File: config.mk
export PLATFORM = sky130hd
export DESIGN_NAME = tlir_router
export DESIGN_NICKNAME = d
export VERILOG_FILES = /design/src/hdl/tlir_pkg.sv /design/src/hdl/tlir_router.sv /design/src/hdl/tlir_apb_slave.sv
export SDC_FILE = /design/constraint.sdc
export NUM_CORES = 1
export LEC_CHECK = 0
export BUFFER_PORTS_ARGS = -buffer_cell sky130_fd_sc_hd__buf_2
export CORE_MARGIN = 2
export CORE_UTILIZATION = 48
export DETAILED_ROUTE_END_ITERATION = 8
export PLACE_DENSITY = 0.8
export SYNTH_ARGS = -nofsm -noshare
export SYNTH_HDL_FRONTEND = slang
export SYNTH_SLANG_ARGS = --single-unit
File: constraint.sdc
create_clock -name pclk -period 2.1 [get_ports pclk]
set_input_delay 0.42 -clock pclk [delete_from_list [all_inputs] [get_ports pclk]]
set_output_delay 0.42 -clock pclk [all_outputs]
set_load 0.005 [all_outputs]
File: src/hdl/tlir_pkg.sv
// Package holding register map, source layout and bus types of the interrupt router
//////////////////////////////////////////////////////////////////////////////////////////
// What this block does
// RL1 - Low status bit: source requesting, unmasked, routed to low line.
// RL2 - High status bit: source requesting, unmasked, routed to high line.
// RL3 - Both masked status registers are read-only; a bit never shows in both.
// RL4 - Route register holds one read-write line selection bit per source.
// RL5 - Changing a route bit moves an active request to the new line at once.
// RL6 - Raw status register shows every request before masking, read-only.
// RL7 - High request line drives processor interrupt input one.
// RL8 - Low request line drives processor interrupt input zero, the lowest priority.
// RL9 - Processor has six inputs; five timer, four wireless, three frame, two reserved.
// RL10 - Source bit positions are the same in every status and route register.
// RL11 - Global disable suppresses both request lines and irq regardless of source masks; timer, wireless and frame inputs pass through.
// RL12 - Separate set and clear registers change masks without read-modify-write.
// RL13 - Mask-set writes of one unmask; zeros ignored; reads return the mask.
// RL14 - Mask-clear writes of one mask the source; zeros ignored.
// RL15 - Bit 31 of mask-set is the global enable; reads report it.
// RL16 - Raw bit reads one whenever the source is active, masked or not.
// RL17 - Route bit zero selects low line, one the high line; reset is low.
// RL18 - Each request line is high when its status has a bit and global enable.
//////////////////////////////////////////////////////////////////////////////////////////
package tlir_pkg;

  localparam int unsigned DATA_W = 32;
  localparam int unsigned ADDR_W = 8;

  // Register byte offsets
  localparam logic [ADDR_W-1:0] OFF_LOW_STAT = 8'h00;
  localparam logic [ADDR_W-1:0] OFF_HIGH_STAT = 8'h04;
  localparam logic [ADDR_W-1:0] OFF_ROUTE = 8'h20;
  localparam logic [ADDR_W-1:0] OFF_RAW = 8'h30;
  localparam logic [ADDR_W-1:0] OFF_MASK_SET = 8'h34;
  localparam logic [ADDR_W-1:0] OFF_MASK_CLR = 8'h38;

  // Global enable position in both mask registers
  localparam int unsigned GLOBAL_BIT = 31;

  // Source bit positions
  localparam int unsigned SRC_SYS_CTRL = 0;
  localparam int unsigned SRC_TIMER0 = 1;
  localparam int unsigned SRC_WATCHDOG = 2;
  localparam int unsigned SRC_BAD_ACCESS = 3;
  localparam int unsigned SRC_PCM = 4;
  localparam int unsigned SRC_SERIAL = 5;
  localparam int unsigned SRC_PARALLEL_IO = 6;
  localparam int unsigned SRC_DMA = 7;
  localparam int unsigned SRC_PERF_CNT = 9;
  localparam int unsigned SRC_AUDIO = 10;
  localparam int unsigned SRC_SERIAL2 = 12;
  localparam int unsigned SRC_ETH_SWITCH = 17;
  localparam int unsigned SRC_USB_HOST = 18;
  localparam int unsigned SRC_USB_DEVICE = 19;

  // Implemented source bits
  localparam logic [DATA_W-1:0] SRC_MASK = 32'h000e_16ff;

  // Reset values
  localparam logic [DATA_W-1:0] ROUTE_RESET = 32'h0000_0000;
  localparam logic [DATA_W-1:0] MASK_RESET = 32'h0000_0000;

  // Processor interrupt input indices
  localparam int unsigned CPU_INT_W = 6;
  localparam int unsigned CPU_INT_LOW = 0;
  localparam int unsigned CPU_INT_HIGH = 1;
  localparam int unsigned CPU_INT_RSVD = 2;
  localparam int unsigned CPU_INT_FRAME = 3;
  localparam int unsigned CPU_INT_WIRELESS = 4;
  localparam int unsigned CPU_INT_TIMER = 5;

  // APB request from the master
  typedef struct packed {
    logic psel;
    logic penable;
    logic pwrite;
    logic [ADDR_W-1:0] paddr;
    logic [DATA_W-1:0] pwdata;
  } tlir_apb_req_type;

  // APB answer to the master
  typedef struct packed {
    logic pready;
    logic pslverr;
    logic [DATA_W-1:0] prdata;
  } tlir_apb_rsp_type;

endpackage : tlir_pkg

File: src/hdl/tlir_router.sv
// Two-level interrupt router: masks, routes and reports peripheral requests
//
// The APB slave port was decided locally.
`timescale 1ns/1ps
module tlir_router (
  // Clock and reset
  input wire logic pclk,
  input wire logic presetn,
  // APB
  input wire tlir_pkg::tlir_apb_req_type apb_req,
  output tlir_pkg::tlir_apb_rsp_type apb_rsp,
  // Peripheral level requests, one bit per source position
  input wire logic [tlir_pkg::DATA_W-1:0] src_req,
  // Dedicated requests for the fixed processor inputs
  input wire logic timer_irq,
  input wire logic wireless_irq,
  input wire logic frame_engine_irq,
  // Processor hardware interrupt inputs
  output logic [tlir_pkg::CPU_INT_W-1:0] cpu_int,
  // Block interrupt output
  output logic irq
);
  import tlir_pkg::*;

  //////////////////////////////////////////////////////////////////////////////////////
  // Registers and decoded state
  logic [DATA_W-1:0] route_q;
  logic [DATA_W-1:0] mask_q;
  logic global_en_q;
  logic [DATA_W-1:0] raw;
  logic [DATA_W-1:0] low_stat;
  logic [DATA_W-1:0] high_stat;
  logic [DATA_W-1:0] rd_word;
  logic rd_hit;
  logic wr_en;
  logic [ADDR_W-1:0] wr_addr;
  logic [DATA_W-1:0] wr_data;

  function automatic logic addr_is(input logic [ADDR_W-1:0] a, input logic [ADDR_W-1:0] off);
    addr_is = (a == off);
  endfunction : addr_is

  //////////////////////////////////////////////////////////////////////////////////////
  // Bus front end
  tlir_apb_slave u_apb (
    .pclk(pclk),
    .presetn(presetn),
    .req(apb_req),
    .rsp(apb_rsp),
    .rd_word(rd_word),
    .rd_hit(rd_hit),
    .wr_en(wr_en),
    .wr_addr(wr_addr),
    .wr_data(wr_data)
  );

  //////////////////////////////////////////////////////////////////////////////////////
  // Route selection register
  always_ff @(posedge pclk or negedge presetn) begin
    if (!presetn) begin
      route_q <= ROUTE_RESET; // [RL17]
    end else if (wr_en && addr_is(wr_addr, OFF_ROUTE)) begin
      route_q <= wr_data & SRC_MASK; // [RL4] [RL10]
    end
  end

  // Per-source masks through separate set and clear registers
  always_ff @(posedge pclk or negedge presetn) begin
    if (!presetn) begin
      mask_q <= MASK_RESET;
    end else if (wr_en && addr_is(wr_addr, OFF_MASK_SET)) begin
      mask_q <= mask_q | (wr_data & SRC_MASK); // [RL12] [RL13]
    end else if (wr_en && addr_is(wr_addr, OFF_MASK_CLR)) begin
      mask_q <= mask_q & ~(wr_data & SRC_MASK); // [RL12] [RL14]
    end
  end

  // Global enable: set by mask-set bit 31, cleared by mask-clear bit 31
  always_ff @(posedge pclk or negedge presetn) begin
    if (!presetn) begin
      global_en_q <= 1'b0;
    end else if (wr_en && addr_is(wr_addr, OFF_MASK_SET) && wr_data[GLOBAL_BIT]) begin
      global_en_q <= 1'b1; // [RL15]
    end else if (wr_en && addr_is(wr_addr, OFF_MASK_CLR) && wr_data[GLOBAL_BIT]) begin
      global_en_q <= 1'b0; // [RL11]
    end
  end

  //////////////////////////////////////////////////////////////////////////////////////
  // Status: combinational so rerouting takes effect without delay
  assign raw = src_req & SRC_MASK; // [RL6] [RL16]
  assign low_stat = raw & mask_q & ~route_q; // [RL1] [RL3] [RL5]
  assign high_stat = raw & mask_q & route_q; // [RL2] [RL3] [RL5]

  // Read mux; status registers have no write path
  always_comb begin
    rd_hit = 1'b1;
    rd_word = 32'h0000_0000;
    case (apb_req.paddr)
      OFF_LOW_STAT: rd_word = low_stat; // [RL3]
      OFF_HIGH_STAT: rd_word = high_stat; // [RL3]
      OFF_ROUTE: rd_word = route_q; // [RL4]
      OFF_RAW: rd_word = raw; // [RL6]
      OFF_MASK_SET,
      OFF_MASK_CLR: begin
        rd_word = mask_q; // [RL13]
        rd_word[GLOBAL_BIT] = global_en_q; // [RL15]
      end
      default: rd_hit = 1'b0;
    endcase
  end

  //////////////////////////////////////////////////////////////////////////////////////
  // Processor interrupt inputs
  always_comb begin
    cpu_int = '0;
    cpu_int[CPU_INT_LOW] = global_en_q & (|low_stat); // [RL8] [RL11] [RL18]
    cpu_int[CPU_INT_HIGH] = global_en_q & (|high_stat); // [RL7] [RL11] [RL18]
    cpu_int[CPU_INT_RSVD] = 1'b0; // [RL9]
    cpu_int[CPU_INT_FRAME] = frame_engine_irq; // [RL9]
    cpu_int[CPU_INT_WIRELESS] = wireless_irq; // [RL9]
    cpu_int[CPU_INT_TIMER] = timer_irq; // [RL9]
  end

  // Combined level: either routed line active
  assign irq = cpu_int[CPU_INT_LOW] | cpu_int[CPU_INT_HIGH];

endmodule : tlir_router

File: src/hdl/tlir_apb_slave.sv
// APB slave front end: decodes one access and produces one write strobe with address and data
`timescale 1ns/1ps
module tlir_apb_slave (
  // Clock and reset
  input wire logic pclk,
  input wire logic presetn,
  // Bus
  input wire tlir_pkg::tlir_apb_req_type req,
  output tlir_pkg::tlir_apb_rsp_type rsp,
  // Register side
  input wire logic [tlir_pkg::DATA_W-1:0] rd_word,
  input wire logic rd_hit,
  output logic wr_en,
  output logic [tlir_pkg::ADDR_W-1:0] wr_addr,
  output logic [tlir_pkg::DATA_W-1:0] wr_data
);
  import tlir_pkg::*;

  logic [DATA_W-1:0] prdata_q;
  logic pslverr_q;
  logic access;

  // Zero wait states; write takes effect at the access edge, read data is sampled at the setup edge
  assign access = req.psel & req.penable;
  assign wr_en = access & req.pwrite;
  assign wr_addr = req.paddr;
  assign wr_data = req.pwdata;

  // Read data captured in the setup cycle so it stands during access
  always_ff @(posedge pclk or negedge presetn) begin
    if (!presetn) begin
      prdata_q <= 32'h0000_0000;
      pslverr_q <= 1'b0;
    end else if (req.psel && !req.penable) begin
      prdata_q <= (!req.pwrite && rd_hit) ? rd_word : 32'h0000_0000;
      pslverr_q <= ~rd_hit;
    end
  end

  assign rsp.pready = 1'b1;
  assign rsp.pslverr = access & pslverr_q;
  assign rsp.prdata = prdata_q;

endmodule : tlir_apb_slave

==> summary by stage <==
Status
The run finished, with violations left. The final reports fail on negative setup slack.

Clocking
Counting along the longest clock path gives a buffer depth of 2. After clock tree synthesis, the clock-pin slew on the worst setup and hold paths is 90 ps. The tree is rooted in a sky130_fd_sc_hd__clkbuf_8. The hold buffer count at cts is 0. The number of H-tree levels is 2.

The clock net in this run drives a total of 45 sinks. Clock tree synthesis inserted a total of 5 buffers. The later pin in the worst-skew pair is clocked with a latency of 300 ps. The CTS tree is yes.

Worst setup path
The cell with the biggest individual delay on the critical path is sky130_fd_sc_hd__dfrtp_1. The count of buffer and inverter cells on the critical path is 1. Traced cell by cell, the critical path runs through and3_4 -> a31oi_1 -> nand4_1 -> or3_4 -> o21a_1 -> buf_2. STA puts the critical path data required time at 1680 ps. The number of cells on the worst reg-to-reg path is 4. The kind of cell with the highest combined delay along the critical path is simple AND/OR/NAND/NOR gates.

The category of the worst setup path launch point is a register. For this run, the slowest stage of the critical path takes 400 ps. The worst setup path is captured at a primary output. The capture instance of the worst register-to-register path is u_apb.prdata_q[6]. The worst-case register-to-register setup slack is 730 ps. The startpoint of the worst-slack reg-to-reg timing path is route_q[6]. Data on the critical path arrives at its endpoint at 1800 ps. The category of the most critical setup path is register to primary output. The biggest fanout along the worst timing path is 2.

Route
For this block, the routed nets add up to 7640 um of wire. Summed over all nets, wire length on met3 after detailed routing comes to 540 um. The highest signal layer in the routed design is met4. The first routing iteration left 344 violations.

The final route contains 2670 vias. The number of nets with antenna violations after detailed routing is 0. The pre-antenna-repair detailed-routing pass consisted of 5 iterations.

The routed length on met2 is 3630 um. For this run, design rule violations remaining after detail routing come to 0. For this block, wires on met1 add up to 3240 um. Dividing the detail-routed via count by the number of cells gives 6.00.

The mean routed wirelength per cell is 17.2 um.

Global route
Entering global routing, the biggest net connects 46 pins. The global-route wire length before repair is 12100 um. Global routing finished with a remaining overflow of 0.

The overall fraction of global-route tracks in use is 24.2%. The number of antenna violations at the first check in global routing came to 0. The number of global-route vias before repair was 2454.

Synthesis
The async set-reset flop share out of synthesis is 100%. The proportion of netlist area held by the largest area contributor is 39.8%. The number of synthesized flops with an enable pin is 0. The sequential element share of the synthesized area is 39.8%. In this run, distinct cell masters in the synthesized netlist total 45.

Synthesis handed over a netlist of 297 instances. The flop and latch count out of synthesis is 45. In this run the mean area of a mapped cell was 9.54 um^2. After synthesis, the cell types taking the most area are sky130_fd_sc_hd__dfrtp_1 (40%), sky130_fd_sc_hd__a22o_1 (8.0%), sky130_fd_sc_hd__buf_4 (5.8%), sky130_fd_sc_hd__mux2_4 (5.3%), sky130_fd_sc_hd__nand2_1 (5.3%). Among all flip-flop cells after synthesis, the most frequent one is sky130_fd_sc_hd__dfrtp_1.

The cell type contributing the most total cell area after synthesis is sky130_fd_sc_hd__dfrtp_1. The Yosys step of the flow raised 0 warnings. Sorting the synthesized cells by how often they occur yields sky130_fd_sc_hd__dfrtp_1 (45), sky130_fd_sc_hd__nand2_1 (40), sky130_fd_sc_hd__a22o_1 (26). The netlist area before placement is 0.00283 mm^2. sky130_fd_sc_hd__dfrtp_1 is the most common cell in the netlist.

Cells and area
The area growth from synthesis to layout is 22.7%. The repair_antennas step left the layout with diodes totalling 0. The fraction of the core area covered by cells at the end of the flow is 62.0%. The share of cells above drive strength 1 is 33.0%. Across the whole layout, storage elements account for 0.00113 mm^2. At the end of the flow, the number of nets in the layout was 452. In the final layout, the multi-input gates occupy 0.00158 mm^2. The layout has 471 filler cells.

Floorplan
In this run the standard cell core region covers 0.00561 mm^2. The effective utilization at floorplan is 50.5%. The floorplan has 27 rows. The floorplan step set the die height to 80.8 um. The area of the die is 0.00653 mm^2.

The number of I/O pins is 121. The horizontal die dimension is 80.8 um.

Timing
Dividing the final minimum period by the clock period gives 106%. The number of setup violations in the final report is 3. The worst path in the final design needs a cycle of 2220 ps, including I/O delays and setup. Setup repair after global routing could not meet its margin everywhere. The final hold violation count is 0.

Across all setup checks in the final design, the least slack found is -121 ps. The fmax is 450 MHz. Between clock sinks in the finished design, the worst skew comes to 8.30 ps. The number of max-slew violations in the final report is 0.

Power and ir drop
Power spread over the standard cell area amounts to 534 mW/mm^2. The leakage power total is 1.63 nW. IR analysis of the VDD net gives a maximum drop of 0.292 mV.

Job
Across the run, the number of max-cap violations was 0.

Hold path
The classification of the worst-slack hold path is input pin to async pin.

Place
Prior to clock tree synthesis, the placed netlist has a worst setup slack of 4.81 ps. The half-perimeter wire length after placement is 5570 um. The final weighted congestion in routability-driven placement is 0.969. During placement, the flow inserted port buffers numbering 60.
[worst max-delay path by stage]
stage,slack [ps],cells past startpoint,startpoint,endpoint
floorplan,170,5,apb_req[35],route_q[10]
global placement,6,7,src_req[10],irq
detailed placement,5,7,src_req[10],irq
CTS,-120,6,route_q[17],irq
global route,-200,6,route_q[10],irq
finish,-120,6,route_q[10],irq
[area by class of cell]
class,count,area share (%)
Sequential cell,45,32.4
Inverter,3,0.324
Clock buffer,5,1.98
Tap cell,72,2.59
Timing Repair Buffer,85,15.2
Multi-Input combinational cell,232,45.6
Clock inverter,3,1.87
[power breakdown]
part | internal (mW) | switching, mW | total, mW
registers | 0.876 | 0.0129 | 0.889
logic | 0.0799 | 0.120 | 0.200
clock network | 0.473 | 0.293 | 0.765
[kinds of logic (layout without fill, tap and decap cells)]
family | count (synthesis) | count (layout) | share of synthesized area, %
and+or+nand+nor | 101 | 101 | 19.3
AOI/OAI and AO/OA | 89 | 89 | 22.7
DFF | 45 | 45 | 39.8
buffers and inverters | 37 | 96 | 8.30
muxes | 14 | 14 | 6.89
xor gates and xnor gates | 9 | 9 | 2.78
other | 2 | 19 | 0.265
[placed cells by master, fill, tap and decap left out, types with 2 or more instances in the layout]
master / Yosys / layout
sky130_fd_sc_hd__buf_12: 0 / 3
sky130_fd_sc_hd__a22o_1: 26 / 26
sky130_fd_sc_hd__nor2_1: 7 / 7
sky130_fd_sc_hd__buf_2: 5 / 60
sky130_fd_sc_hd__clkbuf_8: 0 / 5
sky130_fd_sc_hd__xnor2_1: 8 / 8
sky130_fd_sc_hd__and3_4: 0 / 2
sky130_fd_sc_hd__nor4_1: 4 / 3
sky130_fd_sc_hd__mux2_4: 10 / 10
sky130_fd_sc_hd__a41o_1: 3 / 3
sky130_fd_sc_hd__mux2_2: 4 / 4
sky130_fd_sc_hd__buf_4: 22 / 21
sky130_fd_sc_hd__o22ai_1: 6 / 5
sky130_fd_sc_hd__nor4_2: 1 / 2
sky130_fd_sc_hd__a31oi_1: 12 / 12
sky130_fd_sc_hd__nor3_1: 3 / 3
sky130_fd_sc_hd__a32oi_1: 4 / 4
sky130_fd_sc_hd__nand3_1: 20 / 20
sky130_fd_sc_hd__a21oi_1: 8 / 8
sky130_fd_sc_hd__nand2_1: 40 / 39
sky130_fd_sc_hd__o21ai_0: 12 / 12
sky130_fd_sc_hd__o211ai_1: 4 / 4
sky130_fd_sc_hd__a22oi_1: 10 / 10
sky130_fd_sc_hd__nand4_1: 3 / 3
sky130_fd_sc_hd__or3_4: 1 / 2
sky130_fd_sc_hd__conb_1: 2 / 19
sky130_fd_sc_hd__or3_1: 4 / 3
sky130_fd_sc_hd__inv_1: 3 / 3
sky130_fd_sc_hd__nand2b_1: 4 / 4
sky130_fd_sc_hd__bufinv_16: 0 / 2
sky130_fd_sc_hd__and2_1: 2 / 2
sky130_fd_sc_hd__or2_2: 2 / 2
sky130_fd_sc_hd__dfrtp_1: 45 / 44
[stage by stage]
stage | cell area, um^2 | power, mW | hold WS (ps) | setup TNS [ps] | std cells
after floorplan | 2900 | 1.01 | 124 | 0 | 314
after global placement | 3270 | 1.09 | 411 | 0 | 434
after detailed placement | 3270 | 1.10 | 415 | 0 | 434
after CTS | 3430 | 1.85 | 88.0 | -312 | 443
after global routing | 3480 | 1.92 | 96.4 | -513 | 445
final | 3480 | 1.85 | 77.8 | -262 | 445
[metal layers]
| layer | track usage (%) | vias to the layer above |
|---|---|---|
| li1 | - | 1232 |
| met1 | 33.6 | 1243 |
| met2 | 37.4 | 164 |
| met3 | 4.22 | 31 |
| met4 | 10.0 | 0 |
| met5 | 0 | - |
[what timing repair did]
item | in CTS | in global routing
buffers inserted | 1 | 2
setup endpoints to repair | 3 | 3
gates resized for setup | 5 | 6
pin swaps | 5 | 3
(Power assumes the default switching activity.)
